<file path="config.mk">
export PLATFORM = sky130hd
export DESIGN_NAME = ssp_socket_regs
export DESIGN_NICKNAME = d
export VERILOG_FILES = /design/src/ssp_pkg.sv /design/src/ssp_socket_regs.sv
export SDC_FILE = /design/constraint.sdc
export NUM_CORES = 1
export LEC_CHECK = 0
export BUFFER_PORTS_ARGS = -buffer_cell sky130_fd_sc_hd__clkbuf_2
export CORE_UTILIZATION = 55
export DETAILED_ROUTE_END_ITERATION = 8
export PLACE_DENSITY = 0.82
export SETUP_SLACK_MARGIN = 0.1
export SYNTH_ARGS = -nofsm -noshare
export SYNTH_HDL_FRONTEND = slang
export SYNTH_SLANG_ARGS = --single-unit
export TNS_END_PERCENT = 30
</file>
<file path="constraint.sdc">
create_clock -name clk_sys_in -period 3.4 [get_ports clk_sys_in]
set_input_delay 1.02 -clock clk_sys_in [delete_from_list [all_inputs] [get_ports clk_sys_in]]
set_output_delay 1.02 -clock clk_sys_in [all_outputs]
set_load 0.02 [all_outputs]
</file>
<file path="src/ssp_pkg.sv">
// Constants, register map and state type for the socket status and power register bank.
package ssp_pkg;

    // Byte offsets inside the bridge memory window and the matching I/O index values.
    localparam logic [11:0] SSP_ADDR_ID      = 12'h0800;
    localparam logic [11:0] SSP_ADDR_ST      = 12'h0801;
    localparam logic [11:0] SSP_ADDR_PC      = 12'h0802;
    localparam logic [3:0]  SSP_ADDR_PAGE    = 4'h8;
    localparam logic [7:0]  SSP_IDX_ID       = 8'h00;
    localparam logic [7:0]  SSP_IDX_ST       = 8'h01;
    localparam logic [7:0]  SSP_IDX_PC       = 8'h02;
    localparam logic [15:0] SSP_IO_DATA_OFS  = 16'h0001;
    localparam logic [7:0]  SSP_UNMAPPED_VAL = 8'h00;

    // Power control layout.
    localparam int          SSP_PC_OE_BIT    = 7;
    localparam int          SSP_PC_PWR_BIT   = 4;
    localparam int          SSP_PC_VCC_BIT   = 3;
    localparam int          SSP_PC_VPP_LSB   = 0;
    localparam logic [7:0]  SSP_PC_WR_MASK   = 8'h9B;
    localparam logic [7:0]  SSP_PC_RESET     = 8'h00;

    // Interface status layout.
    localparam int          SSP_ST_PWR_BIT   = 6;
    localparam int          SSP_ST_RDY_BIT   = 5;
    localparam int          SSP_ST_WP_BIT    = 4;
    localparam int          SSP_ST_CD2_BIT   = 3;
    localparam int          SSP_ST_CD1_BIT   = 2;
    localparam int          SSP_ST_B2_BIT    = 1;
    localparam int          SSP_ST_B1_BIT    = 0;

    // Identification layout.
    localparam logic [1:0]  SSP_ID_RSVD      = 2'b00;

    // Switch interface selector codes.
    localparam logic [1:0]  SSP_IF_RSVD      = 2'b00;
    localparam logic [1:0]  SSP_IF_PAR       = 2'b01;
    localparam logic [1:0]  SSP_IF_SER       = 2'b10;
    localparam logic [1:0]  SSP_IF_SMB       = 2'b11;

    // Serial switch frame: four bits, each clock half lasting SSP_SER_HALF cycles.
    localparam logic [3:0]  SSP_SER_HALF     = 4'h4;
    localparam logic [2:0]  SSP_SER_BITS     = 3'h4;
    localparam logic [3:0]  SSP_SMB_PAD      = 4'h0;

    // Synchroniser width: ready, wp, cd1, cd2, battery_level_one, battery_level_two, audio.
    localparam int          SSP_SYNC_W       = 7;

    typedef enum logic [1:0] {
        SSP_IDLE,
        SSP_SHIFT,
        SSP_LATCH
    } ssp_ser_state_t;

endpackage

</file>
<file path="src/ssp_socket_regs.sv">
// Socket identification, interface status and power control registers with switch delivery.
`timescale 1ns/1ns
`default_nettype none

module ssp_socket_regs #(
    parameter logic [1:0] CARD_TYPE_CODE = 2'b10,  // Arbitrary value.
    parameter logic [3:0] STEPPING_CODE  = 4'h1    // Arbitrary value.
) (
    input  wire logic        clk_sys_in,
    input  wire logic        resetn_in,
    input  wire logic [11:0] mem_addr_in,
    input  wire logic        mem_wr_in,
    input  wire logic        mem_rd_in,
    input  wire logic [7:0]  mem_wdata_in,
    output var  logic [7:0]  mem_rdata_out,
    output var  logic        mem_rvalid_out,
    input  wire logic [15:0] io_base_in,
    input  wire logic [15:0] io_addr_in,
    input  wire logic        io_wr_in,
    input  wire logic        io_rd_in,
    input  wire logic [7:0]  io_wdata_in,
    output var  logic [7:0]  io_rdata_out,
    output var  logic        io_rvalid_out,
    input  wire logic        id_override_en_in,
    input  wire logic [7:0]  id_override_value_in,
    input  wire logic [1:0]  power_if_sel_in,
    input  wire logic        io_card_in,
    input  wire logic        card_ready_in,
    input  wire logic        card_wp_in,
    input  wire logic        card_detect_one_n_in,
    input  wire logic        card_detect_two_n_in,
    input  wire logic        battery_level_one_in,
    input  wire logic        battery_level_two_in,
    input  wire logic        card_audio_n_in,
    input  wire logic        smb_busy_in,
    output var  logic        socket_output_en_out,
    output var  logic        sw_power_en_out,
    output var  logic        sw_vcc_3v3_out,
    output var  logic [1:0]  sw_vpp_sel_out,
    output var  logic        sw_sclk_out,
    output var  logic        sw_sdata_out,
    output var  logic        sw_latch_out,
    output var  logic        smb_req_out,
    output var  logic [7:0]  smb_data_out
);

    // Register state.
    logic [7:0]                    pc_q;
    logic [7:0]                    pc_d;
    logic [7:0]                    idx_q;
    logic [ssp_pkg::SSP_SYNC_W-1:0] sync1_q;
    logic [ssp_pkg::SSP_SYNC_W-1:0] sync2_q;
    logic [1:0]                    if_sel_q;
    logic                          pend_q;
    ssp_pkg::ssp_ser_state_t       ser_st_q;
    ssp_pkg::ssp_ser_state_t       ser_st_d;
    logic [3:0]                    ser_cnt_q;
    logic [2:0]                    ser_bit_q;
    logic [3:0]                    ser_word_q;

    // Live pins pass two flops; only the second stage feeds any logic.
    logic [ssp_pkg::SSP_SYNC_W-1:0] pins_raw;
    assign pins_raw = {card_audio_n_in, battery_level_two_in, battery_level_one_in,
                       card_detect_two_n_in, card_detect_one_n_in, card_wp_in, card_ready_in};

    always_ff @(posedge clk_sys_in or negedge resetn_in) begin
        if (!resetn_in) begin
            sync1_q <= '0;
            sync2_q <= '0;
        end else begin
            sync1_q <= pins_raw;
            sync2_q <= sync1_q;
        end
    end

    wire rdy_s   = sync2_q[0];
    wire wp_s    = sync2_q[1];
    wire cd1_n_s = sync2_q[2];
    wire cd2_n_s = sync2_q[3];
    wire battery_level_one_s  = sync2_q[4];
    wire battery_level_two_s  = sync2_q[5];
    wire aud_n_s = sync2_q[6];

    // Read values of the three registers.
    wire [7:0] id_fixed = {CARD_TYPE_CODE, ssp_pkg::SSP_ID_RSVD, STEPPING_CODE};
    wire [7:0] id_val   = id_override_en_in ? id_override_value_in : id_fixed;
    // Only bit 1 follows the card: I/O cards give speaker, others battery level two; bit 0 is always battery level one.
    wire       st_b1    = io_card_in ? aud_n_s : battery_level_two_s;
    wire [7:0] st_val   = {1'b0, pc_q[ssp_pkg::SSP_PC_PWR_BIT], rdy_s, wp_s,
                           ~cd2_n_s, ~cd1_n_s, st_b1, battery_level_one_s};
    wire [7:0] pc_val   = pc_q & ssp_pkg::SSP_PC_WR_MASK;

    function automatic logic [7:0] read_reg(input logic [7:0] idx, input logic [7:0] idv,
                                            input logic [7:0] stv, input logic [7:0] pcv);
        logic [7:0] r;
        r = ssp_pkg::SSP_UNMAPPED_VAL;
        case (idx)
            ssp_pkg::SSP_IDX_ID: r = idv;
            ssp_pkg::SSP_IDX_ST: r = stv;
            ssp_pkg::SSP_IDX_PC: r = pcv;
            default:             r = ssp_pkg::SSP_UNMAPPED_VAL;
        endcase
        return r;
    endfunction

    // Address decode for both access paths.
    wire       mem_in_page = (mem_addr_in[11:8] == ssp_pkg::SSP_ADDR_PAGE);
    wire [7:0] mem_idx     = mem_in_page ? mem_addr_in[7:0] : 8'hFF;
    wire       mem_pc_wr   = mem_wr_in && (mem_addr_in == ssp_pkg::SSP_ADDR_PC);
    wire       io_idx_hit  = (io_addr_in == io_base_in);
    wire       io_data_hit = (io_addr_in == io_base_in + ssp_pkg::SSP_IO_DATA_OFS);
    wire       io_pc_wr    = io_wr_in && io_data_hit && (idx_q == ssp_pkg::SSP_IDX_PC);
    wire       pc_wr       = mem_pc_wr || io_pc_wr;
    // The memory path wins if both paths write in one cycle.
    wire [7:0] pc_wdata    = mem_pc_wr ? mem_wdata_in : io_wdata_in;
    wire [7:0] mem_rval    = read_reg(mem_idx, id_val, st_val, pc_val);
    wire [7:0] io_dval     = read_reg(idx_q, id_val, st_val, pc_val);
    wire [7:0] io_rval     = io_idx_hit ? idx_q : (io_data_hit ? io_dval : ssp_pkg::SSP_UNMAPPED_VAL);

    assign pc_d = pc_wr ? (pc_wdata & ssp_pkg::SSP_PC_WR_MASK) : pc_q;

    always_ff @(posedge clk_sys_in or negedge resetn_in) begin
        if (!resetn_in) begin
            pc_q           <= ssp_pkg::SSP_PC_RESET;
            idx_q          <= 8'h00;
            mem_rdata_out  <= 8'h00;
            mem_rvalid_out <= 1'b0;
            io_rdata_out   <= 8'h00;
            io_rvalid_out  <= 1'b0;
        end else begin
            pc_q           <= pc_d;
            idx_q          <= (io_wr_in && io_idx_hit) ? io_wdata_in : idx_q;
            mem_rdata_out  <= mem_rd_in ? mem_rval : mem_rdata_out;
            mem_rvalid_out <= mem_rd_in;
            io_rdata_out   <= io_rd_in ? io_rval : io_rdata_out;
            io_rvalid_out  <= io_rd_in;
        end
    end

    // Switch delivery: under the parallel, serial or bus selector, a change of settings or of interface selector starts a new update.
    wire [3:0] pwr_word  = {pc_q[ssp_pkg::SSP_PC_PWR_BIT], pc_q[ssp_pkg::SSP_PC_VCC_BIT],
                            pc_q[ssp_pkg::SSP_PC_VPP_LSB+1], pc_q[ssp_pkg::SSP_PC_VPP_LSB]};
    wire       pwr_chg   = pc_wr || (power_if_sel_in != if_sel_q);
    wire       is_par    = (if_sel_q == ssp_pkg::SSP_IF_PAR);
    wire       is_ser    = (if_sel_q == ssp_pkg::SSP_IF_SER);
    wire       is_smb    = (if_sel_q == ssp_pkg::SSP_IF_SMB);
    wire       ser_start = pend_q && is_ser && (ser_st_q == ssp_pkg::SSP_IDLE);
    wire       smb_start = pend_q && is_smb && !smb_busy_in;
    wire       half_end  = (ser_cnt_q == ssp_pkg::SSP_SER_HALF - 4'h1);
    wire       bit_end   = (ser_cnt_q == {ssp_pkg::SSP_SER_HALF[2:0], 1'b0} - 4'h1);
    wire       last_bit  = (ser_bit_q == ssp_pkg::SSP_SER_BITS - 3'h1);
    // A change in the same cycle as a launch keeps the request pending.
    wire       pend_d    = pwr_chg || (pend_q && !ser_start && !smb_start && !is_par);

    always_comb begin
        ser_st_d = ser_st_q;
        case (ser_st_q)
            ssp_pkg::SSP_IDLE:  ser_st_d = ser_start ? ssp_pkg::SSP_SHIFT : ssp_pkg::SSP_IDLE;
            ssp_pkg::SSP_SHIFT: ser_st_d = (bit_end && last_bit) ? ssp_pkg::SSP_LATCH : ssp_pkg::SSP_SHIFT;
            ssp_pkg::SSP_LATCH: ser_st_d = half_end ? ssp_pkg::SSP_IDLE : ssp_pkg::SSP_LATCH;
            default:            ser_st_d = ssp_pkg::SSP_IDLE;
        endcase
    end

    wire       in_shift  = (ser_st_q == ssp_pkg::SSP_SHIFT);
    wire       cnt_wrap  = (in_shift && bit_end) || (ser_st_q == ssp_pkg::SSP_LATCH && half_end);
    wire [3:0] ser_cnt_d = (ser_st_q == ssp_pkg::SSP_IDLE || cnt_wrap) ? 4'h0 : ser_cnt_q + 4'h1;
    wire [2:0] ser_bit_d = ser_start ? 3'h0 : ((in_shift && bit_end) ? ser_bit_q + 3'h1 : ser_bit_q);
    wire [3:0] word_d    = ser_start ? pwr_word : ser_word_q;
    wire       sclk_d    = in_shift && (ser_st_d == ssp_pkg::SSP_SHIFT) && (ser_cnt_d >= ssp_pkg::SSP_SER_HALF);
    wire       sdata_d   = (ser_st_d == ssp_pkg::SSP_SHIFT) ? word_d[3 - ser_bit_d[1:0]] : 1'b0;

    always_ff @(posedge clk_sys_in or negedge resetn_in) begin
        if (!resetn_in) begin
            if_sel_q   <= ssp_pkg::SSP_IF_PAR;
            pend_q     <= 1'b1;
            ser_st_q   <= ssp_pkg::SSP_IDLE;
            ser_cnt_q  <= 4'h0;
            ser_bit_q  <= 3'h0;
            ser_word_q <= 4'h0;
        end else begin
            if_sel_q   <= power_if_sel_in;
            pend_q     <= pend_d;
            ser_st_q   <= ser_st_d;
            ser_cnt_q  <= ser_cnt_d;
            ser_bit_q  <= ser_bit_d;
            ser_word_q <= word_d;
        end
    end

    // Registered pin drivers toward the socket and the power switch.
    always_ff @(posedge clk_sys_in or negedge resetn_in) begin
        if (!resetn_in) begin
            socket_output_en_out <= 1'b0;
            sw_power_en_out      <= 1'b0;
            sw_vcc_3v3_out       <= 1'b0;
            sw_vpp_sel_out       <= 2'b00;
            sw_sclk_out          <= 1'b0;
            sw_sdata_out         <= 1'b0;
            sw_latch_out         <= 1'b0;
            smb_req_out          <= 1'b0;
            smb_data_out         <= 8'h00;
        end else begin
            socket_output_en_out <= pc_d[ssp_pkg::SSP_PC_OE_BIT];
            sw_power_en_out      <= is_par && pc_q[ssp_pkg::SSP_PC_PWR_BIT];
            sw_vcc_3v3_out       <= is_par && pc_q[ssp_pkg::SSP_PC_VCC_BIT];
            sw_vpp_sel_out       <= is_par ? pc_q[ssp_pkg::SSP_PC_VPP_LSB+:2] : 2'b00;
            sw_sclk_out          <= sclk_d;
            sw_sdata_out         <= sdata_d;
            sw_latch_out         <= (ser_st_d == ssp_pkg::SSP_LATCH);
            smb_req_out          <= smb_start;
            smb_data_out         <= smb_start ? {ssp_pkg::SSP_SMB_PAD, pwr_word} : smb_data_out;
        end
    end

    // Helper state for the checks: which register the previous memory read hit.
    logic [7:0] chk_idx_q;
    always_ff @(posedge clk_sys_in or negedge resetn_in) begin
        if (!resetn_in) begin
            chk_idx_q <= 8'hFF;
        end else begin
            chk_idx_q <= mem_idx;
        end
    end
endmodule

`default_nettype wire

</file>
* Yosys cells after proc, flatten, opt, wreduce, memory -nomap -nowiden *
Cells that the tools add are included.
W data, S select, Z words.

word-level totals
  register bits after elaboration = 73
  input bits = 86
  output and inout port bits = 35

operators by class
  $add $sub $neg = 4
  $lt $le $gt $ge = 2
  equal/unequal tests = 19
  muxes and demuxes = 20
  bitwise logic cells = 2
  reduce and logical (&&, ||, !) cells = 31

operators with widths
  cell                     number
  $pmux W8 S3              2
  $mux W8                  5
  $eq A16 B16 Y1           2
  $lt A32 B3 Y1 const B    1
  $logic_and A1 B1 Y1      18
  $add A16 B1 Y16 const B  1
  $eq A8 B1 Y1 const B     2
  $eq A8 B2 Y1 const B     2
  $logic_not A8 Y1         2
  $eq A12 B12 Y1 const B   1
  $eq A2 B2 Y1 const B     4
  $mux W4                  2
  $eq A2 B1 Y1 const B     3
  $mux W2                  3
  $mux W3                  2
  $pmux W2 S3              1
  $logic_or A1 B1 Y1       5
  $add A4 B1 Y4 const B    1
  $eq A4 B2 Y1 const B     1
  $eq A4 B3 Y1 const B     1
  $eq A4 B4 Y1 const B     1
  $ge A4 B3 Y1 const B     1
  $logic_not A1 Y1         4
  $mux W1                  4
  8 further kinds          9

* Logic depth before layout (Yosys ltp) *
Gate-level depths: netlist of the first run.

  depth after elaboration = 8
  gate-level depth with buffers = 8
  gate-level depth less buffers = 8

* Worst setup path after synthesis of the first run *
No wires, ideal clock.

  path type = in2reg
  start = input port io_base_in[8]
  end = register pc_q[0]
  arrival time = 3.019 ns
  data required time = 3.263 ns
  path slack = 0.244 ns
  stages on the path = 8
  cell sequence = buf_2 nand4_4 or4_4 o211ai_2 o211ai_4 a2111oi_4 mux2i_1 a21oi_1

between the ends
  word-level cells in the longest chain between the ends = 5

ends and longest elaborated chain
  what                               line                    text
  from (decl)                        ssp_socket_regs.sv:17   input wire logic [15:0] io_base_in,
  $add A16 B1 Y16                    ssp_socket_regs.sv:111  wire io_data_hit = (io_addr_in == io_base_in + ssp_pkg::SSP_IO_DATA_OFS);
  $eq A16 B16 Y1                     ssp_socket_regs.sv:111
  $logic_and A1 B1 Y1 (2 in series)  ssp_socket_regs.sv:112  wire io_pc_wr = io_wr_in && io_data_hit && (idx_q == ssp_pkg::SSP_IDX_PC);
  $logic_or A1 B1 Y1                 ssp_socket_regs.sv:113  wire pc_wr = mem_pc_wr || io_pc_wr;
  to (signal assigned)               ssp_socket_regs.sv:124  pc_q <= ssp_pkg::SSP_PC_RESET;
  to (signal assigned)               ssp_socket_regs.sv:131  pc_q <= pc_d;
  to (decl)                          ssp_socket_regs.sv:48   logic [7:0] pc_q;

No other way between the ends.
A chain may end at the register's enable or synchronous reset.

* Final worst setup path of the first run *
  start = input port io_base_in[1]
  end = register socket_output_en_out

between the ends
  word-level cells in the longest chain between the ends = 5

ends and longest elaborated chain
  what                               line                    text
  $add A16 B1 Y16                    ssp_socket_regs.sv:111
  $eq A16 B16 Y1                     ssp_socket_regs.sv:111
  $logic_and A1 B1 Y1 (2 in series)  ssp_socket_regs.sv:112
  $logic_or A1 B1 Y1                 ssp_socket_regs.sv:113
  to (signal assigned)               ssp_socket_regs.sv:204  socket_output_en_out <= pc_d[ssp_pkg::SSP_PC_OE_BIT];
  to (decl)                          ssp_socket_regs.sv:36   output var logic socket_output_en_out,

No other way between the ends.

==> results of run 1 <==
## routing by layer
metal,up-vias,wire (µm)
met5,-,0
met4,0,150
met3,16,675
met2,143,4739
met1,1633,3922
li1,1648,-
## report_power, final
| group | switching (µW) | leakage [µW] | internal, µW |
|---|---|---|---|
| Sequential | 43.3 | 0.000944 | 932 |
| Clock | 306 | 0.000127 | 559 |
| Combinational | 226 | 0.00124 | 164 |
## placed cells by master (no fill, tap or decap), types with 5 or more instances in the layout
cell / instances
clkbuf_2: 112
dfrtp_1: 71
nor2_1: 44
nand2_1: 42
a21oi_1: 31
xnor2_1: 20
nand3_1: 16
o21ai_0: 15
inv_1: 14
mux2i_1: 13
buf_4: 13
nor2b_1: 9
clkbuf_8: 9
a22oi_1: 8
mux2_1: 8
nand4_1: 7
xor2_1: 6
nor4_1: 5
nand2b_1: 5
and2_1: 5
## cells in the mapped netlist (3+ instances only)
| master | n |
|---|---|
| nor3_1 | 4 |
| nor2b_1 | 9 |
| nand2_1 | 42 |
| xor2_1 | 6 |
| or3_1 | 4 |
| ha_1 | 4 |
| a21oi_1 | 31 |
| xnor2_1 | 20 |
| nand4_1 | 7 |
| o21ai_1 | 4 |
| nor4_1 | 5 |
| buf_4 | 4 |
| nor2_1 | 44 |
| and2_1 | 5 |
| a22oi_1 | 8 |
| dfrtp_1 | 71 |
| mux2_1 | 8 |
| o211ai_1 | 3 |
| o21ai_0 | 15 |
| a32oi_1 | 3 |
| mux2i_1 | 13 |
| inv_1 | 14 |
| clkbuf_1 | 10 |
| nand2b_1 | 5 |
| nand3b_1 | 3 |
| mux2_2 | 3 |
| nand3_1 | 16 |
## final cells by class
type	instances	area share (%)
multi-input cells	298	39.79
clock inverters	5	2.656
repair buffers	126	13.67
flip-flops and latches	73	37.70
inverters	14	1.083
well taps	96	2.476
clock buffers	10	2.630
## state kept, by name, indices dropped and copies added (netlist names)
register / count
mem_rdata_out: 8
io_rvalid_out: 1
smb_data_out: 4
ser_cnt_q: 4
ser_bit_q: 3
pc_q: 4
io_rdata_out: 8
sync1_q: 7
sw_sclk_out: 1
sync2_q: 7
sw_sdata_out: 1
ser_st_q: 2
pend_q: 1
sw_vpp_sel_out: 2
if_sel_q: 2
mem_rvalid_out: 1
smb_req_out: 1
sw_power_en_out: 1
socket_output_en_out: 1
idx_q: 8
sw_vcc_3v3_out: 1
sw_latch_out: 1
ser_word_q: 4
## stage by stage
| step | setup TNS, ns | utilization (%) | area (µm²) | hold slack [ns] |
|---|---|---|---|---|
| final | 0 | 71.42 | 4852 | 0.3502 |
| after global routing | 0 | 71.42 | 4852 | 0.3588 |
| after CTS | 0 | 71.31 | 4845 | 0.3511 |
| after detailed placement | -0.4578 | 67.53 | 4588 | 0.3355 |
| after global placement | 0 | 67.53 | 4588 | 0.3320 |
| after floorplan | 0 | - | 3890 | 0.3312 |
## worst max-delay path by stage
| stage | slack (ns) | startpoint | to |
|---|---|---|---|
| 5_1_grt | 0.17 | io_base_in[1] | socket_output_en_out$_DFFE_PN0P_ |
| 2_1_floorplan | 0.24 | io_base_in[8] | pc_q[0]$_DFFE_PN0P_ |
| 3_3_place_gp | 0.03 | io_base_in[1] | pc_q[0]$_DFFE_PN0P_ |
| 3_5_place_dp | -0.12 | io_base_in[1] | socket_output_en_out$_DFFE_PN0P_ |
| 6_report | 0.37 | io_base_in[1] | socket_output_en_out$_DFFE_PN0P_ |
| 4_1_cts | 0.20 | io_base_in[1] | pc_q[3]$_DFFE_PN0P_ |
## timing repair
| action | CTS | global route |
|---|---|---|
| gates resized for setup | 0 | 0 |
| buffers inserted | 0 | 1 |
| setup endpoints to repair | 0 | 5 |
| endpoints found under the hold margin | 0 | 0 |
## logic make-up after synthesis
family	count (synthesis)	synth area share, %
AOI/OAI and AO/OA	79	13.94
xor gates and xnor gates	27	6.581
adders and majority gates	4	1.290
buffers and inverters	30	3.355
DFF	73	47.16
muxes	24	6.548
other	1	0.09668
and+or+nand+nor	160	21.03
## worst max-delay path: cells and delay by family
| kind | cells | cell delay (ns) |
|---|---|---|
| fa+ha+maj | 1 | 0.20 |
| simple gates | 2 | 0.52 |
| buf+inv | 3 | 0.57 |
| compound gates | 4 | 0.72 |
| mux | 1 | 0.22 |
==> summary.txt, run 1 <==
Synth
  – Post-Synthesis Cells: 398
  – Synth Flop Type: dfrtp_1
  – Number of synthesized flops with an enable pin: 0
  – Seq/Total Area, Yosys: 47.16%
  – Mean post-synth cell area: 9.746 µm²
  – Synth top area cells: dfrtp_1 (46%), xnor2_1 (4.5%), nor2_1 (4.3%)
  – Yosys top cell area share: 45.81%
  – YS warnings: 0
  – Area leader, netlist: dfrtp_1
  – Yosys cell types: 56
  – FF+latch count, synth: 73
  – Cell area after synthesis: 0.003879 mm²
  – Post-synth ARST share: 100.0%

Power
  – LEAKAGE: 0.002310 µW
  – Pwr dens: 459.7 mW/mm²
  – Peak supply drop: 0.0003727 V
  – Overall power: 2231 µW

Worst setup path
  – R2R Path End: socket_output_en_out$_DFFE_PN0P_
  – Reg-to-Reg Start: idx_q[2]$_DFFE_PN0P_
  – R2r setup slk: 1.12 ns
  – Crit path largest cell delay: 0.34 ns
  – Crit. End Element: flip-flop
  – Critical path's slowest cell: a2111oi_4
  – Crit-path cells: clkbuf_2 > ha_1 > nand4_1 > buf_4 > nor4_1 > a211o_2 > o211ai_1 > a2111oi_4 > buf_4 > mux2i_1 > a21oi_1
  – Most frequent CP cell: buf_4
  – CP Launch Type: input port
  – Worst EP arrival: 3.25 ns
  – CP Class: in2reg
  – Crit path max fanout: 6
  – Crit path required time: 3.62 ns
  – Worst Reg-to-Reg Cells: 8

CTS
  – Htree depth: 3
  – CTS max path bufs: 2
  – CTS buffer count: 9
  – Worst-Skew Late Latency: 0.35 ns
  – CTS sink count: 73
  – CTS tree: built
  – Worst-path clk slew: 0.07 ns
  – CTS root buffer: clkbuf_8
  – Hold_buf cts: 0

STA
  – Worst setup margin: 0.3670 ns
  – Final worst path period need: 3.033 ns
  – Final setup vio count: 0
  – Worst slew pin tran: 0.6937 ns
  – Relative slew slack: 53.65%
  – Max-slew violations: 0
  – Hold violation count in the final report: 0
  – RSZ-0062 raised after global routing: no
  – Crit share post-route: 89.21%
  – Achievable Freq: 329.7 MHz
  – Final Skew: 0.01146 ns

Floorplanning
  – Die X: 85.98 µm
  – Core area: 0.006794 mm²
  – Initial core utilization: 57.09%
  – Top Ports: 121
  – Die area: 0.007392 mm²
  – Die height: 85.98 µm
  – Row cnt: 30

Detailed routing
  – DRT antenna net count: 0
  – Vias: 3440
  – DRC violations left: 0
  – Vias per inst: 5.531
  – Total Wirelength: 9489 µm
  – WL per Instance: 15.26 µm
  – Drt first pass iters: 5
  – Iteration-0 DRC Markers: 223

Final layout
  – Fillers: 498
  – Multi-input gate area: 0.001931 mm²
  – Diode count: 0
  – P&R area growth vs syn: 25.10%
  – Fraction of layout cells with a size suffix above 1: 29.85%
  – Nets: 612
  – Post-route insts no fill: 622
  – Register area: 0.001829 mm²

Global route
  – Largest net degree at the start of global routing: 30
  – Met3 Track Usage GR: 4.620%
  – GR Overflow Total: 0
  – First-pass GRT wire length: 15250 µm
  – GR Layer Usage met1: 34.43%
  – Vias in the first global route: 3349
  – Met2 GRT Util: 45.89%
  – GR peak layer: met2
  – Initial antenna violation count: 0
  – GRT Util Overall: 26.97%

Placement
  – Pre-CTS setup slack: -0.1204 ns
  – DP HPWL: 7220 µm
  – Port Buf Inserts: 113
  – Placed Cells: 606
  – Gpl congestion: 0.8878

Job
  – Max Cap Violations: 0

Hold path
  – Hold path depth: 0
  – Hold Path Origin: sync1_q[2]$_DFF_PN0_
  – Hold EP: sync2_q[2]$_DFF_PN0_
  – Min-delay worst type: reg2reg

Run status
  – Outcome: complete, no violations
No activity file was read; power rests on OpenSTA's default activity.
==> run 2: changes to the inputs <==
- ABC_AREA: unset -> 1
- CORE_UTILIZATION: 55 -> 57
- PLACE_DENSITY: 0.82 -> 0.83
==> summary.txt, run 2 <==
STA
  – Final Skew: 0.006437 ns (was 0.01146 ns)
  – Max-slew violations: 0 (unchanged)
  – Achievable Freq: 411.3 MHz (was 329.7 MHz)
  – Setup TNS: 0 ns (unchanged)
  – Crit share post-route: 71.51% (was 89.21%)
  – Worst setup margin: 0.9688 ns (was 0.3670 ns)
  – Final worst path period need: 2.431 ns (was 3.033 ns)
  – Hold violation count in the final report: 0 (unchanged)
  – Final setup vio count: 0 (unchanged)
  – RSZ-0062 raised after global routing: no (unchanged)
  – Relative slew slack: 53.95% (was 53.65%)
  – Worst slew pin tran: 0.6908 ns (was 0.6937 ns)

Synth
  – Post-synth ARST share: 100.0% (unchanged)
  – Mux cell area share after synthesis: 0% (was 6.548%)
  – Post-Synthesis Cells: 586 (was 398)
  – Cell area after synthesis: 0.004273 mm² (was 0.003879 mm²)
  – Yosys top cell area share: 41.58% (was 45.81%)
  – Most common cell in the synthesized netlist: nand2_1 (was dfrtp_1)
  – Synth Area in Simple Gates: 36.87% (was 21.03%)
  – Synth Area in Compound Gates: 7.467% (was 13.94%)
  – YS warnings: 0 (unchanged)
  – Largest family of logic cells by synthesized area: simple AND/OR/NAND/NOR gates (unchanged)
  – Yosys cell types: 38 (was 56)
  – Mean post-synth cell area: 7.292 µm² (was 9.746 µm²)
  – Post-synth top cells: nand2_1 (164), inv_1 (90), nor2_1 (76), dfrtp_1 (71), nand3_1 (44) (was dfrtp_1 (71), nor2_1 (44), nand2_1 (42), a21oi_1 (31), xnor2_1 (20))
  – Synth Flop Type: dfrtp_1 (unchanged)
  – Number of synthesized flops with an enable pin: 0 (unchanged)
  – Post-synthesis adder-cell area fraction: 1.171% (was 1.290%)
  – Xor and xnor area share after synthesis: 2.430% (was 6.581%)
  – Area leader, netlist: dfrtp_1 (unchanged)
  – FF+latch count, synth: 73 (unchanged)
  – Seq/Total Area, Yosys: 42.81% (was 47.16%)
  – Synth top area cells: dfrtp_1 (42%), nand2_1 (14%), inv_1 (7.9%) (was dfrtp_1 (46%), xnor2_1 (4.5%), nor2_1 (4.3%))

Final layout
  – Commonest non-fill, non-tap cell in the layout: nand2_1 (was clkbuf_2)
  – Multi-input gate area: 0.002063 mm² (was 0.001931 mm²)
  – P&R area growth vs syn: 21.23% (was 25.10%)
  – Register area: 0.001829 mm² (unchanged)
  – Diode count: 0 (unchanged)
  – Fraction of layout cells with a size suffix above 1: 23.56% (was 29.85%)
  – Top flop regs: idx_q: 8 flops, io_rdata_out: 8 flops, mem_rdata_out: 8 flops (unchanged)
  – Nets: 798 (was 612)
  – Most frequent cells in the layout: nand2_1 (164), clkbuf_2 (112), inv_1 (90), nor2_1 (76), dfrtp_1 (71) (was clkbuf_2 (112), dfrtp_1 (71), nor2_1 (44), nand2_1 (42), a21oi_1 (31))
  – Fillers: 607 (was 498)

CTS
  – CTS root buffer: clkbuf_8 (unchanged)
  – Post-CTS setup buffer count: 0 (unchanged)
  – CTS sink count: 73 (unchanged)
  – CTS tree: built (unchanged)
  – Worst-Skew Late Latency: 0.34 ns (was 0.35 ns)
  – Hold_buf cts: 0 (unchanged)
  – Htree depth: 3 (unchanged)
  – Post-cts sizing count: 0 (unchanged)
  – CTS buffer count: 9 (unchanged)
  – CTS max path bufs: 2 (unchanged)
  – Worst-path clk slew: 0.07 ns (about the same)

Detailed routing
  – DRC violations left: 0 (unchanged)
  – Iteration-0 DRC Markers: 165 (was 223)
  – DRT antenna net count: 0 (unchanged)
  – Total Wirelength: 9510 µm (was 9489 µm)
  – Vias per inst: 5.043 (was 5.531)
  – Vias: 4095 (was 3440)
  – Drt first pass iters: 4 (was 5)
  – WL per Instance: 11.71 µm (was 15.26 µm)

Worst setup path
  – R2r setup slk: 1.47 ns (was 1.12 ns)
  – CP Class: in2reg (unchanged)
  – CP Launch Type: input port (unchanged)
  – Worst Reg-to-Reg Cells: 7 (was 8)
  – Worst Setup SP: io_base_in[10] (was io_base_in[1])
  – Worst EP arrival: 2.65 ns (was 3.25 ns)
  – End of the critical path: idx_q[1]$_DFFE_PN0P_ (was socket_output_en_out$_DFFE_PN0P_)
  – Crit path required time: 3.62 ns (about the same)
  – Crit path max fanout: 12 (was 6)
  – Crit. End Element: flip-flop (unchanged)
  – Reg-to-Reg Start: pend_q$_DFF_PN1_ (was idx_q[2]$_DFFE_PN0P_)
  – R2R Path End: sw_sdata_out$_DFF_PN0_ (was socket_output_en_out$_DFFE_PN0P_)

Power
  – Share of power burned in registers: 44.5% (was 43.7%)
  – LEAKAGE: 0.002867 µW (was 0.002310 µW)
  – P_int: 1594 µW (was 1655 µW)
  – Switch share: 29.85% (was 25.79%)
  – Peak supply drop: 0.0003248 V (was 0.0003727 V)
  – Clk pwr share: 32.7% (was 38.8%)
  – Sw power: 678.1 µW (was 575.3 µW)
  – Pwr dens: 438.6 mW/mm² (was 459.7 mW/mm²)
  – Comb pwr share: 22.8% (was 17.5%)

Global route
  – Largest net degree at the start of global routing: 44 (was 30)
  – Met3 Track Usage GR: 6.063% (was 4.620%)
  – GR Layer Usage met1: 30.10% (was 34.43%)
  – GRT Util Overall: 25.97% (was 26.97%)
  – GR Overflow Total: 0 (unchanged)
  – Met2 GRT Util: 46.64% (was 45.89%)
  – First-pass GRT wire length: 15620 µm (was 15250 µm)
  – Vias in the first global route: 3748 (was 3349)
  – Initial antenna violation count: 0 (unchanged)
  – GR peak layer: met2 (unchanged)

Run status
  – Outcome: complete, no violations (unchanged)

Job
  – Max Cap Violations: 0 (unchanged)

Floorplanning
  – Initial core utilization: 58.91% (was 57.09%)
  – Die height: 88.58 µm (was 85.98 µm)
  – Row cnt: 31 (was 30)
  – Die X: 88.58 µm (was 85.98 µm)
  – Top Ports: 121 (unchanged)
  – Die area: 0.007846 mm² (was 0.007392 mm²)
  – Core area: 0.007253 mm² (was 0.006794 mm²)

Hold path
  – Min-delay worst type: reg2reg (unchanged)

Placement
  – Gpl congestion: 0.8472 (was 0.8878)
  – Pre-CTS setup slack: 0.6230 ns (was -0.1204 ns)
  – Port Buf Inserts: 113 (unchanged)
  – DP HPWL: 7718 µm (was 7220 µm)
run 2: cell types whose count changed in the layout (fill, tap and decap cells not counted), sizes merged, moves of 7 or more:
cell,before,now
mux2,11,0
buf,14,3
inv,14,91
a21oi,31,13
mux2i,13,0
xnor2,21,5
a22oi,8,0
nor2b,9,0
nand4,8,15
nand2,42,175
nand3,16,50
nor2,44,86
o22ai,0,10
run 2: cell type report:
class                           count  area share [%]
Inverter                           93           6.739
Tap cell                           99           2.391
Multi-Input combinational cell    416           39.83
Timing Repair Buffer              115           11.45
Clock buffer                       11           2.729
Sequential cell                    73           35.31
Clock inverter                      5           1.546
run 2: power by group through the flow:
| stage | Sequential (µW) | Combinational [µW] | Clock [µW] |
|---|---|---|---|
| 2_1_floorplan | 1040 | 322 | 0 |
| 3_3_place_gp | 1020 | 490 | 0 |
| 3_5_place_dp | 1030 | 520 | 0 |
| 4_1_cts | 1010 | 524 | 757 |
| 5_1_grt | 1020 | 604 | 787 |
| 6_report | 1010 | 519 | 743 |
run 2: cell families (layout without fill, tap and decap cells):
logic type      Yosys count  in the layout
fa+ha+maj                 4              4
xor+xnor                 11             11
simple gates            342            342
compound gates           55             55
flops                    73             73
other cells               1              4
buf+inv                 100            224
run 2: routing by layer:
| layer | vias up | wire (µm) |
|---|---|---|
| met2 | 113 | 4814 |
| met3 | 17 | 516 |
| met1 | 1870 | 4028 |
| met5 | - | 0 |
| met4 | 0 | 150 |
| li1 | 2095 | - |
run 2: through the flow:
step           power, µW  hold WS (ns)  instance area [µm²]  util [%]  std cells
3_3_place_gp        1512        0.3314                 4959     68.36        796
5_1_grt             2412        0.3572                 5180     71.42        812
4_1_cts             2290        0.3521                 5180     71.42        812
3_5_place_dp        1546        0.3347                 4959     68.36        796
2_1_floorplan       1365        0.3312                 4284         -        589
6_report            2272        0.3495                 5180     71.42        812
run 2: how the worst min path moves through the flow:
| stage | slack (ns) | end | from | cells past startpoint |
|---|---|---|---|---|
| floorplan | 0.33 | sync2_q[0]$_DFF_PN0_ | sync1_q[0]$_DFF_PN0_ | 0 |
| CTS | 0.35 | sync2_q[4]$_DFF_PN0_ | sync1_q[4]$_DFF_PN0_ | 0 |
| global placement | 0.33 | sync2_q[6]$_DFF_PN0_ | sync1_q[6]$_DFF_PN0_ | 0 |
| global route | 0.36 | sync2_q[4]$_DFF_PN0_ | sync1_q[4]$_DFF_PN0_ | 0 |
| finish | 0.35 | sync2_q[4]$_DFF_PN0_ | sync1_q[4]$_DFF_PN0_ | 0 |
| detailed placement | 0.33 | sync2_q[4]$_DFF_PN0_ | sync1_q[4]$_DFF_PN0_ | 0 |
run 2: worst max-delay path: stages:
cell,delay (ns)
clkbuf_2,0.10
xnor2_1,0.31
nand4_1,0.14
nor2_1,0.17
nand2_1,0.14
inv_1,0.26
nand2_1,0.29
nor2_1,0.16
a21oi_1,0.05
